$ cat src/rtl/mebi_pkg.sv
// Package: register map, field layout, reset values and cycle code maps
package mebi_pkg;
    // Register byte offsets
    localparam logic [7:0] MEBI_OFS_MODE  = 8'h00; // bus mode control
    localparam logic [7:0] MEBI_OFS_WIN0  = 8'h10; // window 0, +4 per channel
    localparam logic [7:0] MEBI_OFS_TIM0  = 8'h40; // timing 0, +4 per channel
    localparam int         MEBI_NCH       = 4;     // chip select channels

    // Reset values
    localparam logic [31:0] MEBI_MODE_RST = 32'h0000_0000;
    localparam logic [31:0] MEBI_WIN_RST  = 32'h0000_0000;
    localparam logic [31:0] MEBI_TIM_RST  = 32'h4915_0202;

    // Writable bit masks, all other bits read as zero
    localparam logic [31:0] MEBI_MODE_WMSK = 32'h0000_0007;
    localparam logic [31:0] MEBI_WIN_WMSK  = 32'hFFFF_00FF;
    localparam logic [31:0] MEBI_TIM_WMSK  = 32'hFF3F_1F07;

    // Field positions
    localparam int MEBI_MODE_SEL   = 0;  // bus_mode_select
    localparam int MEBI_MODE_EXT   = 1;  // cycle_extension_factor lsb
    localparam int MEBI_WIN_SA     = 16; // window_start_address lsb
    localparam int MEBI_WIN_SIZE   = 0;  // window_size_code lsb
    localparam int MEBI_TIM_CSR    = 30; // select_recovery_cycles
    localparam int MEBI_TIM_WRR    = 27; // write_recovery_cycles
    localparam int MEBI_TIM_RDR    = 24; // read_recovery_cycles
    localparam int MEBI_TIM_ALE    = 20; // latch_strobe_width
    localparam int MEBI_TIM_WRS    = 18; // write_setup_cycles
    localparam int MEBI_TIM_RDS    = 16; // read_setup_cycles
    localparam int MEBI_TIM_WAIT   = 8;  // wait_cycle_count
    localparam int MEBI_TIM_WIDTH  = 1;  // data_width_select
    localparam int MEBI_TIM_EN     = 0;  // channel_enable

    // Window size codes and external space
    localparam logic [7:0]  MEBI_SIZE_MAX  = 8'h08;       // 64 Kbyte code
    localparam logic [31:0] MEBI_EXT_BASE  = 32'h6000_0000;
    localparam logic [5:0]  MEBI_EXT_TOP6  = 6'h18;       // addr[31:26]
    localparam logic [1:0]  MEBI_WID_8     = 2'h0;
    localparam logic [1:0]  MEBI_WID_16    = 2'h1;

    // Base cycle counts
    localparam logic [7:0] MEBI_STROBE_BASE = 8'h02; // strobe without waits
    localparam logic [7:0] MEBI_HOLD_CYC    = 8'h01; // end cycle after strobe

    // Latch strobe width code to clocks: 1, 2, 3, 5
    function automatic logic [7:0] mebi_ale_clk(input logic [1:0] c);
        case (c)
            2'h0:    mebi_ale_clk = 8'h01;
            2'h1:    mebi_ale_clk = 8'h02;
            2'h2:    mebi_ale_clk = 8'h03;
            default: mebi_ale_clk = 8'h05;
        endcase
    endfunction

    // Two-bit setup or select recovery code to clocks: 0, 1, 2, 4
    function automatic logic [7:0] mebi_two_clk(input logic [1:0] c);
        case (c)
            2'h0:    mebi_two_clk = 8'h00;
            2'h1:    mebi_two_clk = 8'h01;
            2'h2:    mebi_two_clk = 8'h02;
            default: mebi_two_clk = 8'h04;
        endcase
    endfunction

    // Three-bit recovery code to clocks: 0..6, then 8
    function automatic logic [7:0] mebi_rec_clk(input logic [2:0] c);
        if (c == 3'h7) begin
            mebi_rec_clk = 8'h08;
        end else begin
            mebi_rec_clk = {5'h00, c};
        end
    endfunction
endpackage

$ cat src/rtl/mebi_decode.sv
// Chip select window decoder with fixed channel priority
`timescale 1ns/10ps
module mebi_decode
    import mebi_pkg::*;
#(
    parameter int NCH = mebi_pkg::MEBI_NCH
) (
    input  wire logic [31:0]          addr,     // system address
    input  wire logic [NCH-1:0][31:0] win,      // window registers
    input  wire logic [NCH-1:0]       enable,   // channel enables
    output logic      [NCH-1:0]       sel,      // one-hot winner
    output logic                      hit       // any channel won
);
    logic [NCH-1:0] match;   // raw per-channel matches
    logic           in_ext;  // address lies in external space

    // External space is 64 MB from the base
    assign in_ext = (addr[31:26] == MEBI_EXT_TOP6);

    // Per-channel compare of bits above the window size
    for (genvar i = 0; i < NCH; i++) begin : g_ch
        logic [7:0]  code;   // window size code
        logic [15:0] mask;   // upper bits that must match
        assign code = win[i][MEBI_WIN_SIZE +: 8];
        assign mask = ~(16'h00FF >> code[3:0]);
        // Prohibited codes never match
        assign match[i] = enable[i] && in_ext
                       && (code <= MEBI_SIZE_MAX)
                       && (((addr[31:16] ^ win[i][31:16]) & mask)
                           == 16'h0000);
    end

    // Lowest channel number wins on overlap
    always_comb begin
        sel = '0;
        for (int i = NCH - 1; i >= 0; i--) begin
            if (match[i]) begin
                sel    = '0;
                sel[i] = 1'b1;
            end
        end
    end

    assign hit = |match;
endmodule

$ cat src/rtl/mebi_top.sv
// Multiplexed external bus controller: registers and bus cycle engine
// Notes on behaviour
// - Window start bits 31:16 give upper address
// - Size code 0..8: 16 MB down to 64 KB
// - Match on bits above size; aligned start
// - Overlap: channel 0 wins, channel 3 last
// - Select recovery code: 0, 1, 2, 4 clocks
// - Read/write recovery: 0..6 or 8 clocks
// - Recovery follows every access, per channel
// - Latch strobe width: 1, 2, 3, 5 clocks
// - Default latch: strobe two clocks after address
// - Read/write setup: 0, 1, 2, 4 clocks
// - Wait field adds its value in clocks
// - Width code: 00 8-bit, 01 16-bit
// - Enable bit gates the chip select
// - Plain cycle lasts four clocks
// - Idle: address held, lines float, strobes off
// - One bus unit is one clock
// - Extension doubles or quadruples latch, setup, wait and recovery counts, not strobe base or hold
// - External space 64 MB from base
//
// Decided for this implementation: the register addresses and the Avalon-MM interface to the registers.
`timescale 1ns/10ps
module mebi_top
    import mebi_pkg::*;
(
    input  wire logic        mclk,            // system clock
    input  wire logic        resetn,          // async reset, low active
    // Avalon-MM register slave
    input  wire logic [7:0]  avs_address,     // byte address
    input  wire logic        avs_read,        // read request
    input  wire logic        avs_write,       // write request
    input  wire logic [31:0] avs_writedata,   // write data
    output logic      [31:0] avs_readdata,    // read data
    output logic             avs_waitrequest, // stall
    // System access port
    input  wire logic        sys_req,         // access request, level
    input  wire logic [31:0] sys_addr,        // access address
    input  wire logic        sys_we,          // 1 write, 0 read
    input  wire logic [15:0] sys_wdata,       // write data
    output logic      [15:0] sys_rdata,       // read data
    output logic             sys_ack,         // one-cycle completion
    // External pins
    output logic      [7:0]  a_hi,            // A23..A16
    input  wire logic [15:0] ad_in,           // AD15..AD0 input
    output logic      [15:0] ad_out,          // AD15..AD0 output
    output logic             ad_oe,           // AD output enable
    output logic             ale,             // address latch strobe
    output logic             rd_n,            // read strobe
    output logic             wr_n,            // write strobe
    output logic      [3:0]  cs_n             // chip selects
);
    typedef enum logic [2:0] {
        ST_IDLE, ST_ALE, ST_SETUP, ST_STROBE, ST_HOLD, ST_RECOV
    } mebi_st_t;

    // Whole module state
    typedef struct packed {
        logic [31:0]        mode;   // mode register
        logic [3:0][31:0]   win;    // window registers
        logic [3:0][31:0]   tim;    // timing registers
        logic               rack;   // register answer
        logic [31:0]        rdat;   // register read data
        mebi_st_t           st;     // cycle phase
        logic [7:0]         cnt;    // phase counter
        logic [1:0]         ch;     // active channel
        logic               we;     // active direction
        logic [15:0]        wdat;   // latched write data
        logic [7:0]         rec;    // recovery clocks due
        logic               ack;    // access answer
        logic [15:0]        rdata;  // access read data
        logic [7:0]         a_hi;   // upper address pins
        logic [15:0]        ad_o;   // shared lines out
        logic               ad_oe;  // shared lines enable
        logic               ale;    // latch strobe
        logic               rd_n;   // read strobe
        logic               wr_n;   // write strobe
        logic [3:0]         cs_n;   // selects
    } mebi_state_t;

    mebi_state_t s_q;  // registered state
    mebi_state_t s_d;  // next state

    logic [3:0]  sel;       // decoded winner
    logic        hit;       // decoder hit
    logic [3:0]  enable;    // per-channel enables
    logic [1:0]  sel_idx;   // winner index
    logic [1:0]  ext_sh;    // extension shift
    logic [31:0] t_new;     // timing of new winner
    logic [31:0] t_act;     // timing of active channel
    logic [7:0]  ale_n;     // latch clocks
    logic [7:0]  stb_n;     // strobe clocks
    logic [7:0]  rec_n;     // recovery clocks
    logic        reg_req;   // register request pending

    // Enable bits of all channels
    for (genvar i = 0; i < 4; i++) begin : g_en
        assign enable[i] = s_q.tim[i][MEBI_TIM_EN];
    end

    mebi_decode #(
        .NCH (4)
    ) u_dec (
        .addr   (sys_addr),
        .win    (s_q.win),
        .enable (enable),
        .sel    (sel),
        .hit    (hit)
    );

    // Winner index from one-hot select
    assign sel_idx = sel[1] ? 2'h1 : sel[2] ? 2'h2 : sel[3] ? 2'h3 : 2'h0;

    // Extension shift: none, double, quadruple; prohibited acts as none
    assign ext_sh = (s_q.mode[MEBI_MODE_EXT +: 2] == 2'h1) ? 2'h1 :
                    (s_q.mode[MEBI_MODE_EXT +: 2] == 2'h2) ? 2'h2 :
                    2'h0;

    assign t_new = s_q.tim[sel_idx];
    assign t_act = s_q.tim[s_q.ch];

    // Phase lengths, in clocks of one bus unit each
    always_comb begin
        ale_n = mebi_ale_clk(t_new[MEBI_TIM_ALE +: 2]) << ext_sh;
        stb_n = MEBI_STROBE_BASE
              + ({3'h0, t_act[MEBI_TIM_WAIT +: 5]} << ext_sh);
        rec_n = (mebi_two_clk(t_new[MEBI_TIM_CSR +: 2])
              + mebi_rec_clk(sys_we ? t_new[MEBI_TIM_WRR +: 3]
                                    : t_new[MEBI_TIM_RDR +: 3]))
              << ext_sh;
    end

    assign reg_req = (avs_read || avs_write) && !s_q.rack;

    // Next-state logic: register file and cycle engine
    always_comb begin
        s_d      = s_q;
        s_d.rack = 1'b0;
        s_d.ack  = 1'b0;
        // Register slave answers one cycle after the request
        if (reg_req) begin
            s_d.rack = 1'b1;
            s_d.rdat = 32'h0000_0000;
            if (avs_address == MEBI_OFS_MODE) begin
                s_d.rdat = s_q.mode;
                if (avs_write) begin
                    // Only whole-word writes are expected
                    s_d.mode = avs_writedata & MEBI_MODE_WMSK;
                end
            end else if (avs_address[7:4] == MEBI_OFS_WIN0[7:4]
                         && avs_address[1:0] == 2'h0) begin
                s_d.rdat = s_q.win[avs_address[3:2]];
                if (avs_write) begin
                    s_d.win[avs_address[3:2]] =
                        avs_writedata & MEBI_WIN_WMSK;
                end
            end else if (avs_address[7:4] == MEBI_OFS_TIM0[7:4]
                         && avs_address[1:0] == 2'h0) begin
                s_d.rdat = s_q.tim[avs_address[3:2]];
                if (avs_write) begin
                    s_d.tim[avs_address[3:2]] =
                        avs_writedata & MEBI_TIM_WMSK;
                end
            end
        end
        // Bus cycle engine
        case (s_q.st)
            ST_IDLE: begin
                if (sys_req && !s_q.ack) begin
                    if (hit) begin
                        // Address phase: drive address, pulse latch
                        s_d.st    = ST_ALE;
                        s_d.ch    = sel_idx;
                        s_d.we    = sys_we;
                        s_d.wdat  = sys_wdata;
                        s_d.rec   = rec_n;
                        s_d.cnt   = ale_n - 8'h01;
                        s_d.a_hi  = sys_addr[23:16];
                        s_d.ad_o  = sys_addr[15:0];
                        s_d.ad_oe = 1'b1;
                        s_d.ale   = 1'b1;
                        s_d.cs_n  = ~sel;
                    end else begin
                        // Internal or unmatched: answer, pins untouched
                        s_d.ack   = 1'b1;
                        s_d.rdata = 16'h0000;
                    end
                end
            end
            ST_ALE: begin
                if (s_q.cnt != 8'h00) begin
                    s_d.cnt = s_q.cnt - 8'h01;
                end else begin
                    s_d.ale   = 1'b0;
                    s_d.ad_o  = s_q.wdat;
                    s_d.ad_oe = s_q.we;
                    if (mebi_two_clk(s_q.we ? t_act[MEBI_TIM_WRS +: 2]
                                            : t_act[MEBI_TIM_RDS +: 2])
                        != 8'h00) begin
                        s_d.st  = ST_SETUP;
                        s_d.cnt = (mebi_two_clk(s_q.we
                                      ? t_act[MEBI_TIM_WRS +: 2]
                                      : t_act[MEBI_TIM_RDS +: 2])
                                   << ext_sh) - 8'h01;
                    end else begin
                        s_d.st   = ST_STROBE;
                        s_d.cnt  = stb_n - 8'h01;
                        s_d.rd_n = s_q.we;
                        s_d.wr_n = !s_q.we;
                    end
                end
            end
            ST_SETUP: begin
                if (s_q.cnt != 8'h00) begin
                    s_d.cnt = s_q.cnt - 8'h01;
                end else begin
                    s_d.st   = ST_STROBE;
                    s_d.cnt  = stb_n - 8'h01;
                    s_d.rd_n = s_q.we;
                    s_d.wr_n = !s_q.we;
                end
            end
            ST_STROBE: begin
                if (s_q.cnt != 8'h00) begin
                    s_d.cnt = s_q.cnt - 8'h01;
                end else begin
                    // Strobe ends, select released, data taken
                    s_d.st   = ST_HOLD;
                    s_d.cnt  = MEBI_HOLD_CYC - 8'h01;
                    s_d.rd_n = 1'b1;
                    s_d.wr_n = 1'b1;
                    s_d.cs_n = 4'hF;
                    s_d.ack  = 1'b1;
                    if (t_act[MEBI_TIM_WIDTH +: 2] == MEBI_WID_8) begin
                        s_d.rdata = {8'h00, ad_in[7:0]};
                    end else begin
                        s_d.rdata = ad_in;
                    end
                end
            end
            ST_HOLD: begin
                // Lines float, upper address keeps its value
                s_d.ad_oe = 1'b0;
                if (s_q.rec != 8'h00) begin
                    s_d.st  = ST_RECOV;
                    s_d.cnt = s_q.rec - 8'h01;
                end else begin
                    s_d.st = ST_IDLE;
                end
            end
            ST_RECOV: begin
                // Dummy cycles before the next access
                if (s_q.cnt != 8'h00) begin
                    s_d.cnt = s_q.cnt - 8'h01;
                end else begin
                    s_d.st = ST_IDLE;
                end
            end
            default: begin
                s_d.st = ST_IDLE;
            end
        endcase
    end

    // State register
    always_ff @(posedge mclk or negedge resetn) begin
        if (!resetn) begin
            s_q       <= '0;
            s_q.mode  <= MEBI_MODE_RST;
            s_q.win   <= {4{MEBI_WIN_RST}};
            s_q.tim   <= {4{MEBI_TIM_RST}};
            s_q.st    <= ST_IDLE;
            s_q.rd_n  <= 1'b1;
            s_q.wr_n  <= 1'b1;
            s_q.cs_n  <= 4'hF;
        end else begin
            s_q <= s_d;
        end
    end

    // Outputs
    assign avs_waitrequest = (avs_read || avs_write) && !s_q.rack;
    assign avs_readdata    = s_q.rdat;
    assign sys_ack         = s_q.ack;
    assign sys_rdata       = s_q.rdata;
    assign a_hi            = s_q.a_hi;
    assign ad_out          = s_q.ad_o;
    assign ad_oe           = s_q.ad_oe;
    assign ale             = s_q.ale;
    assign rd_n            = s_q.rd_n;
    assign wr_n            = s_q.wr_n;
    assign cs_n            = s_q.cs_n;
endmodule
$ cat config.mk
export PLATFORM = sky130hd
export DESIGN_NAME = mebi_top
export DESIGN_NICKNAME = d
export VERILOG_FILES = /design/src/rtl/mebi_pkg.sv /design/src/rtl/mebi_decode.sv /design/src/rtl/mebi_top.sv
export SDC_FILE = /design/constraint.sdc
export NUM_CORES = 1
export LEC_CHECK = 0
export ABC_AREA = 1
export BUFFER_PORTS_ARGS = -buffer_cell sky130_fd_sc_hd__buf_2
export CAP_MARGIN = 20
export CORE_MARGIN = 5
export CORE_UTILIZATION = 50
export CTS_BUF_LIST = sky130_fd_sc_hd__clkbuf_4 sky130_fd_sc_hd__clkbuf_8
export CTS_CLUSTER_DIAMETER = 30
export DETAILED_ROUTE_END_ITERATION = 10
export PLACE_DENSITY = 0.67
export REMOVE_ABC_BUFFERS = 1
export SYNTH_ARGS = -nofsm -noshare
export SYNTH_HDL_FRONTEND = slang
export SYNTH_SLANG_ARGS = --single-unit
$ cat constraint.sdc
create_clock -name mclk -period 10.3 [get_ports mclk]
set_clock_uncertainty 0.1 [all_clocks]
set_input_delay 0.515 -clock mclk [delete_from_list [all_inputs] [get_ports mclk]]
set_output_delay 0.515 -clock mclk [all_outputs]
set_load 0.02 [all_outputs]
# ---- Yosys cells after proc, flatten, opt, wreduce, memory -nomap -nowiden
# Index checks and enable logic that the tools add are counted.
dict set report op_classes {
  add_sub_neg 7
  magnitude_cmp 8
  n_eq_ne 27
  shift 8
  n_mux 67
  bitwise 15
  n_reduce_logical 52
}
# cell n
set ops {}
lappend ops {{32-bit binary-select mux with 2-bit select} 4}
lappend ops {{128-bit bitwise mux} 2}
lappend ops {{32-bit two-way mux} 7}
lappend ops {{81-bit two-way mux} 1}
lappend ops {{8-bit two-way mux} 10}
lappend ops {{16-bit bitwise AND} 4}
lappend ops {{32-bit demux with 2-bit select} 1}
lappend ops {{16-bit logical NOT} 4}
lappend ops {{16-bit inverter} 4}
lappend ops {{8-bit by 4-bit right shift with 16-bit output, first input constant} 4}
lappend ops {{16-bit bitwise XOR} 4}
lappend ops {{8-bit case mux with 6 select lines} 1}
lappend ops {{20-bit two-way mux} 2}
lappend ops {{8-bit by 1-bit subtractor with 8-bit output, second input constant} 5}
lappend ops {{38-bit two-way mux} 1}
lappend ops {{17-bit two-way mux} 2}
lappend ops {{17-bit case mux with 2 select lines} 1}
lappend ops {{33-bit two-way mux} 1}
lappend ops {{8-bit by 4-bit <= comparator with 1-bit output, second input constant} 4}
lappend ops {{16-bit case mux with 2 select lines} 1}
lappend ops {{4-bit two-way mux} 7}
lappend ops {{3-bit case mux with 3 select lines} 3}
lappend ops {{26-bit two-way mux} 1}
lappend ops {{8-bit nonzero test} 3}
lappend ops {{other kinds (41)} 107}
dict set report totals {
  register_bits 379
  in_bits 110
  output_inout_bits 82
  word_cells 210
}

# ---- Logic depth before layout (Yosys ltp)
# Gate-level depths: netlist (run 1).
dict set report logic_depth {
  word_depth 22
  depth_mapped 29
}

# ---- Hierarchy
# A second synthesis (run 1) with hierarchy kept.
dict set report hier_totals {
  hier_cells 2278
  hier_area_um2 17061.4
}
# mod instances cells_each area_per_inst_um2
set modules_own_cells {}
lappend modules_own_cells {mebi_top 1 1809 15179.6}
lappend modules_own_cells {mebi_decode 1 469 1881.8}

# ---- Worst setup path after synthesis (run 1)
# No wires, ideal clock.
dict set report synth_timing {
  path_kind {in2reg}
  from {in sys_addr[28]}
  to {reg s_q[80] in the netlist's numbering}
  setup_time_ns 0.116
  t_arrival_ns 3.351
  required_time_ns 10.084
  slack_ns 6.733
  stages 26
  path_buffers 3
  path_cell_list {buf_6 -> inv_2 -> nand2_1 -> nor2_2 -> nand2_2 -> nor2_1 -> nand2_1 -> nor2_1 -> nand3_2 -> nor2_2 -> nand2_2 -> nand2_4 -> buf_6 -> buf_2 -> nand2_1 -> a32oi_1 -> ha_1 -> inv_1 -> o22ai_1 -> a21oi_1 -> nand3_1 -> xor2_1 -> nor2_1 -> o21a_1 -> nand2_1 -> nand2_1}
}
dict set report synth_via {
  elab_chain_cells 20
  word_cells_on_any_way 46
}
# item line
set synth_lines {}
lappend synth_lines {{start: declaration} mebi_top.sv:38} ;# input wire logic [31:0] sys_addr,
lappend synth_lines {{16-bit bitwise XOR / 6-bit by 5-bit == test with 1-bit output (equally long branches)} {mebi_decode.sv:29, mebi_decode.sv:18}}
lappend synth_lines {{16-bit bitwise AND / 1-bit logical AND (equally long branches)} {mebi_decode.sv:29, mebi_decode.sv:27}}
lappend synth_lines {{16-bit logical NOT / 1-bit logical AND (equally long branches)} {mebi_decode.sv:29, mebi_decode.sv:28}}
lappend synth_lines {{1-bit logical AND} mebi_decode.sv:29} ;# && (((addr[31:16] ^ win[i][31:16]) & mask)
lappend synth_lines {{4-bit two-way mux (4 in series)} mebi_decode.sv:37} ;# if (match[i]) begin
lappend synth_lines {{2-bit two-way mux (3 in series)} mebi_top.sv:112} ;# assign sel_idx = sel[1] ? 2'h1 : sel[2] ? 2'h2 : sel[3] ? 2'h3 : 2'h0;
lappend synth_lines {{32-bit binary-select mux with 2-bit select} mebi_top.sv:119} ;# assign t_new = s_q.tim[sel_idx];
lappend synth_lines {{32-bit two-way mux (not written as such)} mebi_top.sv:119}
lappend synth_lines {{2-bit == test (tied with other cells)} mebi_pkg.sv:47} ;# case (c)
lappend synth_lines {{3-bit case mux with 3 select lines} mebi_pkg.sv:47}
lappend synth_lines {{8-bit by 2-bit left shift with 8-bit output} mebi_top.sv:124} ;# ale_n = mebi_ale_clk(t_new[MEBI_TIM_ALE +: 2]) << ext_sh;
lappend synth_lines {{8-bit by 1-bit subtractor with 8-bit output} mebi_top.sv:177} ;# s_d.cnt = ale_n - 8'h01;
lappend synth_lines {{38-bit two-way mux} mebi_top.sv:170} ;# if (hit) begin
lappend synth_lines {{81-bit two-way mux} mebi_top.sv:169} ;# if (sys_req && !s_q.ack) begin
lappend synth_lines {{8-bit case mux with 6 select lines} mebi_top.sv:167} ;# case (s_q.st)
lappend synth_lines {{end: declaration} mebi_top.sv:81} ;# mebi_state_t s_q;
# Parallel ways exist; a longest one is shown, timed or not. The select of a mux whose other input is x is not followed.
# A chain may end at the register's enable or synchronous reset.

# ---- Final worst setup path (run 1)
dict set report layout_timing {
  from {reg, netlist name s_q[281]}
  to {reg s_q[80] in the netlist's numbering}
}
dict set report layout_via {
  elab_chain_cells 19
  word_cells_on_any_way 26
}
# item line
set layout_lines {}
lappend layout_lines {{8-bit by 4-bit right shift with 16-bit output} mebi_decode.sv:25} ;# assign mask = ~(16'h00FF >> code[3:0]);
lappend layout_lines {{16-bit inverter} mebi_decode.sv:25}
lappend layout_lines {{16-bit bitwise AND} mebi_decode.sv:29}
lappend layout_lines {{16-bit logical NOT} mebi_decode.sv:29}
lappend layout_lines {{1-bit logical AND (*)} mebi_decode.sv:29}
lappend layout_lines {{4-bit two-way mux (2 in series)} mebi_decode.sv:37}
lappend layout_lines {{2-bit two-way mux (3 in series)} mebi_top.sv:112}
lappend layout_lines {{32-bit binary-select mux with 2-bit select} mebi_top.sv:119}
lappend layout_lines {{32-bit two-way mux (not written as such)} mebi_top.sv:119}
lappend layout_lines {{2-bit == test (tied with other cells)} mebi_pkg.sv:47}
lappend layout_lines {{3-bit case mux with 3 select lines} mebi_pkg.sv:47}
lappend layout_lines {{8-bit by 2-bit left shift with 8-bit output} mebi_top.sv:124}
lappend layout_lines {{8-bit by 1-bit subtractor with 8-bit output} mebi_top.sv:177}
lappend layout_lines {{38-bit two-way mux} mebi_top.sv:170}
lappend layout_lines {{81-bit two-way mux} mebi_top.sv:169}
lappend layout_lines {{8-bit case mux with 6 select lines} mebi_top.sv:167}
# Mark *: on every way between the ends. The rest lies on a longest branch, timed or not. The select of a mux whose other input is x is not followed.

==> reports/summary.log, run 1 <==
qor: run_status.status completed
qor: synth.synthAdderAreaFrac 0.9954%
qor: die.rows 67
qor: worst_setup_path.critical_path.reg2reg.endpoint s_q[80]$_DFFE_PN0P_
qor: drt.detailroute.via_count 16,280
qor: timing.setup_viol 0
qor: synth.area_fraction_in_and_or_nand_and_nor_cells_after_synthesis 25.08%
qor: layout.area_of_all_placed_cells_without_fillers 19,900 um2
qor: placement.place.gp.congestion 0.9737
qor: global_routing.globalRouteTotalUtil 29.13%
qor: global_routing.grt_pass1_vias 15,980
qor: synth.synth-xor-area-share 1.230%
qor: synth.netlist_top_cells_count sky130_fd_sc_hd__nand2_1 (655), sky130_fd_sc_hd__dfrtp_1 (266), sky130_fd_sc_hd__o21ai_0 (250)
qor: min_path.hp-start ad_in[5]
qor: power.pwr_density_cell 200.7 nW/um2
qor: worst_setup_path.worst_r2r_path_depth 22
qor: synth.cell_taking_the_most_area_after_synthesis sky130_fd_sc_hd__dfrtp_1
qor: die.floorplan.initialDensity 50.85%
qor: drt.detail_route.wirelength 56,340 um
qor: clocking.cts_buffer_depth 3
qor: synth.synth-async-reset-ratio 100.0%
qor: synth.synth_seq_cells 304
qor: power.p_clk_share 44.3%
qor: timing.setup_slack 5757 ps
qor: timing.timing.setup.tns 0 ps
qor: die.die_width 194.9 um
qor: power.internal_power 2728 uW
qor: drt.final_antenna_net_count 0
qor: power.power.combinational.fraction 21.4%
qor: min_path.min_path_cells 2
qor: clocking.root_buffer sky130_fd_sc_hd__clkbuf_8
qor: synth.yosys-top-cells-area sky130_fd_sc_hd__dfrtp_1 (39%), sky130_fd_sc_hd__nand2_1 (14%), sky130_fd_sc_hd__o21ai_0 (7.3%)
qor: die.die_h 194.9 um
qor: timing.max_slew_margin 21.34%
qor: worst_setup_path.worstPathMaxFanout 24
qor: worst_setup_path.worst_r2r_startpoint s_q[281]$_DFFE_PN0P_
qor: die.floorplan.core_area 33,620 um2
qor: timing.final_period_minus_worst_setup_slack 4543 ps
qor: worst_setup_path.cp_data_arrival_time 4960 ps
qor: placement.dpl_wire_length 38,990 um
qor: layout.post-route-util 59.21%
qor: synth.largest_family_of_logic_cells_by_synthesized_area simple AND/OR/NAND/NOR gates
qor: power.switching_pwr 1267 uW
qor: timing.timing.final.hold_violations 0
qor: drt.drt-pass1-iter-count 5
qor: worst_setup_path.start_kind register
qor: synth.number_of_enable_flip_flop_cells_after_synthesis 0
qor: layout.synthToLayoutAreaGrowth 16.43%
qor: global_routing.largest_net_degree_at_the_start_of_global_routing 103
qor: synth.synthDistinctLibCells 63
qor: power.sw_frac_of_total 31.72%
qor: synth.yosys.area.top_type_share 38.94%
qor: die.die_area 37,990 um2
qor: die.io_pins 192
qor: worst_setup_path.cp.required 10,710 ps
qor: clocking.clk_pin_slew_worst_paths 60 ps
qor: clocking.clock_sinks 304
qor: timing.final_max_slew_viol_count 0
qor: synth.synth-main-ff-cell sky130_fd_sc_hd__dfrtp_1
qor: worst_setup_path.endpoint_kind register
qor: min_path.min_path_type input port to register
qor: worst_setup_path.kind_of_critical_path register to register
qor: layout.drive_gt1_share 19.02%
qor: worst_setup_path.reg2reg_setup_slack 5760 ps
qor: placement.placedInstanceArea 17,840 um2
qor: placement.place.port_buffers 185
qor: clocking.cts_htree_levels 3
qor: synth.yosys-mux-area-fraction 0.06587%
qor: drt.via_density 5.627
qor: drt.violation_count_after_the_first_detailed_routing_iteration 1,439
qor: synth.netlist_area 17,100 um2
qor: synth.synth.most_common_cell sky130_fd_sc_hd__nand2_1
qor: power.vdd_drop_max 0.1118 mV
qor: power.total_power 3996 uW
qor: clocking.cts_tree yes
qor: layout.finish.net_count 2,507
qor: flow_run.max_cap_viol_count 0
qor: clocking.clk-insertion-delay-late 640 ps
qor: layout.fillerInstances 3,106
qor: synth.post_synth.cell_area_avg 7.628 um2
qor: synth.syn_inst 2,241
qor: timing.achievable-frequency 220.1 MHz
qor: synth.synth.yosys.seq_area_share 44.78%
qor: clocking.cts_setup_buffers 0
qor: placement.place_worst_setup_slack 5661 ps
qor: drt.wire_per_inst 19.47 um
qor: timing.layout_worst_path_cycle_share 44.10%
qor: global_routing.grt_overflow 0
qor: min_path.hold-path-endpoint sys_rdata[5]$_DFFE_PN0P_
qor: timing.grt_setup_unrepaired no
qor: timing.tightestPinTransition 1179 ps
qor: synth.synth_compound_gate_area_share 17.41%
qor: power.power.sequential.fraction 34.3%
qor: synth.ys_warn_count 0
qor: clocking.tritoncts.num_buffers 77
qor: global_routing.grt_pass1_wl 89,220 um
qor: global_routing.grt_antenna_before_repair 0
qor: drt.route.detailed.drc 0
qor: layout.antenna_cells_inserted 0
qor: power.power.leakage 0.009630 uW
-- per-stage QoR --
step	hold WS [ps]	std cells
after CTS	0.06245	2892
after floorplan	119.4	2075
after global placement	348.1	2732
after detailed placement	354.7	2732
after global routing	13.94	2893
final	37.92	2893
-- power by group through the flow --
stage / Sequential [uW] / Combinational [uW] / Clock (uW)
4_1_cts: 1370 / 848 / 1800
3_5_place_dp: 1390 / 838 / 0
6_report: 1370 / 855 / 1770
3_3_place_gp: 1390 / 828 / 0
5_1_grt: 1380 / 942 / 1860
2_1_floorplan: 1440 / 502 / 0
-- worst max-delay path by stage --
| stage | startpoint | slack (ps) | cells after the start | end |
|---|---|---|---|---|
| 5_1_grt | s_q[281]$_DFFE_PN0P_ | 5390 | 22 | s_q[79]$_DFFE_PN0P_ |
| 2_1_floorplan | avs_read | 6150 | 6 | s_q[248]$_DFFE_PN0P_ |
| 6_report | s_q[281]$_DFFE_PN0P_ | 5760 | 22 | s_q[80]$_DFFE_PN0P_ |
| 3_5_place_dp | sys_addr[30] | 5660 | 24 | s_q[80]$_DFFE_PN0P_ |
| 3_3_place_gp | sys_addr[30] | 5700 | 25 | s_q[80]$_DFFE_PN0P_ |
| 4_1_cts | s_q[281]$_DFFE_PN0P_ | 5810 | 22 | s_q[80]$_DFFE_PN0P_ |
-- layer usage --
| layer | vias up | global-route usage, % | routed length [um] |
|---|---|---|---|
| li1 | 7688 | - | - |
| met1 | 7712 | 40.56 | 24600 |
| met2 | 762 | 45.30 | 25160 |
| met3 | 117 | 6.354 | 4971 |
| met4 | 0 | 10.11 | 1614 |
| met5 | - | 0 | 0 |
-- registers in the layout, summed over array words and instances (netlist names), 4 cells and up --
register	cells
enable	4
cs_n	4
s_q	222
avs_readdata	29
a_hi	8
ad_out	16
sys_rdata	16
-- area by class of cell --
type	instances	area, um2	share of cell area (%)
Clock buffer	102	1341	6.739
Clock inverter	38	505.5	2.540
Inverter	216	814.5	4.092
Multi-Input combinational cell	1555	7696	38.67
Sequential cell	304	7655	38.46
Tap cell	448	560.5	2.816
Timing Repair Buffer	230	1331	6.688
-- kinds of logic after synthesis --
logic type               count (synthesis)
multiplexers                             1
flip-flops                             304
XOR/XNOR                                24
adder cells (fa/ha/maj)                 13
AO/OA/AOI/OAI                          487
buffers and inverters                  384
AND/OR/NAND/NOR                       1027
other                                    1
-- placed cells by master (no fill, tap or decap), types with 24 or more instances in the layout --
master	n
sky130_fd_sc_hd__a21oi_1	49
sky130_fd_sc_hd__o21ai_0	250
sky130_fd_sc_hd__dfstp_2	38
sky130_fd_sc_hd__dfrtp_1	266
sky130_fd_sc_hd__clkbuf_8	92
sky130_fd_sc_hd__buf_4	24
sky130_fd_sc_hd__nand4_1	33
sky130_fd_sc_hd__nand3_1	116
sky130_fd_sc_hd__buf_2	184
sky130_fd_sc_hd__o22ai_1	48
sky130_fd_sc_hd__nor2_1	153
sky130_fd_sc_hd__inv_1	194
sky130_fd_sc_hd__nand2_1	651
-- critical path, stage by stage (launching register included) --
cell,delay (ps)
sky130_fd_sc_hd__dfrtp_1,450
sky130_fd_sc_hd__nor2_1,220
sky130_fd_sc_hd__nand2_1,70
sky130_fd_sc_hd__nand2_1,140
sky130_fd_sc_hd__nand2_1,70
sky130_fd_sc_hd__nor2_1,180
sky130_fd_sc_hd__nand3_1,140
sky130_fd_sc_hd__nor2_2,150
sky130_fd_sc_hd__nor2_2,100
sky130_fd_sc_hd__nand2_2,300
sky130_fd_sc_hd__nand2_4,250
sky130_fd_sc_hd__inv_1,250
sky130_fd_sc_hd__nand2_1,80
sky130_fd_sc_hd__a32oi_1,370
sky130_fd_sc_hd__ha_1,330
sky130_fd_sc_hd__a21oi_1,320
sky130_fd_sc_hd__ha_1,260
sky130_fd_sc_hd__nand3_1,120
sky130_fd_sc_hd__xor2_1,170
sky130_fd_sc_hd__nor2_1,70
sky130_fd_sc_hd__o21a_1,160
sky130_fd_sc_hd__nand2_1,60
sky130_fd_sc_hd__nand2_1,40
-- repair_timing --
item                                    4_1_cts  5_1_grt
hold buffers                                 20        0
endpoints found under the setup margin        0        0
endpoints found under the hold margin       111        0
gates resized for setup                       0        0
Power figures use the tool's default switching activity.
==> run 2, diff against run 1 <==
==> constraint.sdc (replaced) <==
create_clock -name mclk -period 4.54 [get_ports mclk]
set_clock_uncertainty 0.1 [all_clocks]
set_input_delay 0.227 -clock mclk [delete_from_list [all_inputs] [get_ports mclk]]
set_output_delay 0.227 -clock mclk [all_outputs]
set_load 0.02 [all_outputs]
==> reports/summary.log, run 2 (synthesis results as in run 1) <==
qor: run_status.status completed
qor: timing.tightestPinTransition 996.2 ps [-182.4 ps]
qor: worst_setup_path.cp.required 5000 ps [-5710 ps]
qor: timing.setup_viol 0 [unchanged]
qor: clocking.root_buffer sky130_fd_sc_hd__clkbuf_8
qor: die.die_width 194.9 um [unchanged]
qor: layout.drive_gt1_share 18.94% [-0.078 points]
qor: global_routing.globalRouteTotalUtil 29.72% [+0.59 points]
qor: timing.holdWs 48.92 ps [+11.00 ps]
qor: power.power.leakage 0.009929 uW [+3.1%]
qor: global_routing.grt_pass1_wl 90,810 um [+1.8%]
qor: drt.wire_per_inst 19.27 um [-1.1%]
qor: power.vdd_drop_max 0.2931 mV [+160%]
qor: layout.largest-register s_q
qor: worst_setup_path.cp_data_arrival_time 4670 ps [-290 ps]
qor: timing.timing.setup.tns 0 ps [unchanged]
qor: timing.grt_setup_unrepaired no
qor: clocking.clock_sinks 304 [unchanged]
qor: layout.final_cell_mix sky130_fd_sc_hd__nand2_1 (652), sky130_fd_sc_hd__dfrtp_1 (265), sky130_fd_sc_hd__o21ai_0 (249)
qor: global_routing.grt_antenna_before_repair 0 [unchanged]
qor: die.rows 67 [unchanged]
qor: min_path.hp-start avs_write
qor: layout.layout.cells.most_common sky130_fd_sc_hd__nand2_1
qor: worst_setup_path.start_kind register
qor: timing.timing.final.hold_violations 0 [unchanged]
qor: die.floorplan.initialDensity 50.85% [unchanged]
qor: drt.via_density 5.594 [-0.59%]
qor: global_routing.grt_pass1_vias 16,270 [+1.8%]
qor: drt.route.detailed.drc 0 [unchanged]
qor: worst_setup_path.worst_r2r_startpoint s_q[251]$_DFFE_PN0P_
qor: drt.detail_route.wirelength 57,360 um [+1.8%]
qor: timing.achievable-frequency 237.5 MHz [+7.9%]
qor: drt.drt-pass1-iter-count 6 [+1]
qor: layout.post-route-util 61.57% [+2.4 points]
qor: die.die_h 194.9 um [unchanged]
qor: timing.final_period_minus_worst_setup_slack 4210 ps [-332.1 ps]
qor: clocking.cts_setup_buffers 0 [unchanged]
qor: worst_setup_path.setup.worst_path.start s_q[251]$_DFFE_PN0P_
qor: layout.largest_reg_flops 222 [unchanged]
qor: layout.synthToLayoutAreaGrowth 21.08%
qor: worst_setup_path.worstPathMaxFanout 15 [-38%]
qor: clocking.clk_pin_slew_worst_paths 60 ps [about the same]
qor: clocking.cts_tree yes
qor: placement.place.gp.congestion 0.9857 [+1.2%]
qor: drt.detailroute.via_count 16,650 [+2.3%]
qor: worst_setup_path.kind_of_critical_path register to register
qor: clocking.cts_htree_levels 3 [unchanged]
qor: placement.dpl_wire_length 39,480 um [+1.3%]
qor: drt.violation_count_after_the_first_detailed_routing_iteration 1,552 [+7.9%]
qor: global_routing.largest_net_degree_at_the_start_of_global_routing 101 [-1.9%]
qor: placement.place.port_buffers 185 [unchanged]
qor: timing.max_slew_margin 33.59% [+12 points]
qor: timing.final_max_slew_viol_count 0 [unchanged]
qor: clocking.clk-insertion-delay-late 630 ps [about the same]
qor: die.floorplan.core_area 33,620 um2 [unchanged]
qor: layout.finish.net_count 2,590 [+3.3%]
qor: die.die_area 37,990 um2 [unchanged]
qor: min_path.min_path_type input port to register
qor: layout.antenna_cells_inserted 0 [unchanged]
qor: power.pwr_density_cell 437.3 nW/um2 [+120%]
qor: die.io_pins 192 [unchanged]
qor: power.total_power 9053 uW [+130%]
qor: timing.layout_worst_path_cycle_share 92.74% [+49 points]
qor: clocking.tritoncts.num_buffers 76 [-1.3%]
qor: clocking.cts_buffer_depth 3 [unchanged]
qor: global_routing.grt_overflow 0 [unchanged]
qor: flow_run.max_cap_viol_count 0 [unchanged]
qor: worst_setup_path.endpoint_kind register
qor: drt.final_antenna_net_count 0 [unchanged]
run 2: power breakdown:
group          switching (uW)  leakage (uW)  internal (uW)
Combinational            1280       0.00503            719
Clock                    1470      0.000889           2470
Sequential                178       0.00401           2940
run 2: path summary, 6_finish.rpt:
kind,endpoint,slack (ps),depth (start not counted)
min,s_q[377]$_DFFE_PN0P_,50,3
min in group asynchronous,sys_rdata[1]$_DFFE_PN0P_,130,2
max in group asynchronous,s_q[83]$_DFFE_PN0P_,3030,3
max,s_q[51]$_DFFE_PN0P_,330,26
max reg2reg,s_q[51]$_DFFE_PN0P_,330,26
min reg2reg,sys_rdata[10]$_DFFE_PN0P_,380,2
run 2: worst max-delay path, stage by stage (launching register included):
cell                      delay, ps
sky130_fd_sc_hd__dfrtp_1        460
sky130_fd_sc_hd__inv_2           90
sky130_fd_sc_hd__nand2_1         90
sky130_fd_sc_hd__nand3_1        150
sky130_fd_sc_hd__nand2_1        100
sky130_fd_sc_hd__nor2_1          40
sky130_fd_sc_hd__nand3_1        110
sky130_fd_sc_hd__nor2_1          70
sky130_fd_sc_hd__nor2_2         270
sky130_fd_sc_hd__nand2_2        140
sky130_fd_sc_hd__nand2_4        180
sky130_fd_sc_hd__buf_4          210
sky130_fd_sc_hd__nand2_1         70
sky130_fd_sc_hd__nand3_1         60
sky130_fd_sc_hd__nand3_1         70
sky130_fd_sc_hd__nand2_1        160
sky130_fd_sc_hd__nand3_2        110
sky130_fd_sc_hd__inv_2          110
sky130_fd_sc_hd__a21oi_1         50
sky130_fd_sc_hd__ha_1           220
sky130_fd_sc_hd__fa_1           420
sky130_fd_sc_hd__or2_2          310
sky130_fd_sc_hd__nand2_1        120
sky130_fd_sc_hd__inv_1           80
sky130_fd_sc_hd__o21ai_0        130
sky130_fd_sc_hd__o21ai_0        120
sky130_fd_sc_hd__nand2_1        110
run 2: repair_timing:
action,4_1_cts,5_1_grt
resized for setup,0,3
hold endpoints to repair,333,0
hold buffers,90,0
setup endpoints to repair,0,1
run 2: layer usage:
layer / track usage, % / up-vias / wire (um)
met5: 0 / - / 0
met2: 47.00 / 771 / 26010
met1: 41.74 / 7918 / 24850
met3: 5.679 / 114 / 4817
met4: 9.154 / 0 / 1686
li1: - / 7850 / -
run 2: layout make-up:
cell class	count	area, um2
fillers	3023	12920
multi-input cells	1555	7689
flip-flops and latches	304	7656
repair buffers	314	2162
clock buffers	93	1236
inverters	216	814.5
clock inverters	47	580.6
well taps	448	560.5
run 2: stage by stage:
| stage | std cells | cell area (um2) | setup WS [ps] |
|---|---|---|---|
| after global routing | 2977 | 20700 | 21.30 |
| after detailed placement | 2747 | 17980 | 439.1 |
| after CTS | 2977 | 20690 | 388.7 |
| after floorplan | 2075 | 16140 | 585.2 |
| final | 2977 | 20700 | 329.6 |
| after global placement | 2746 | 17950 | 518.2 |
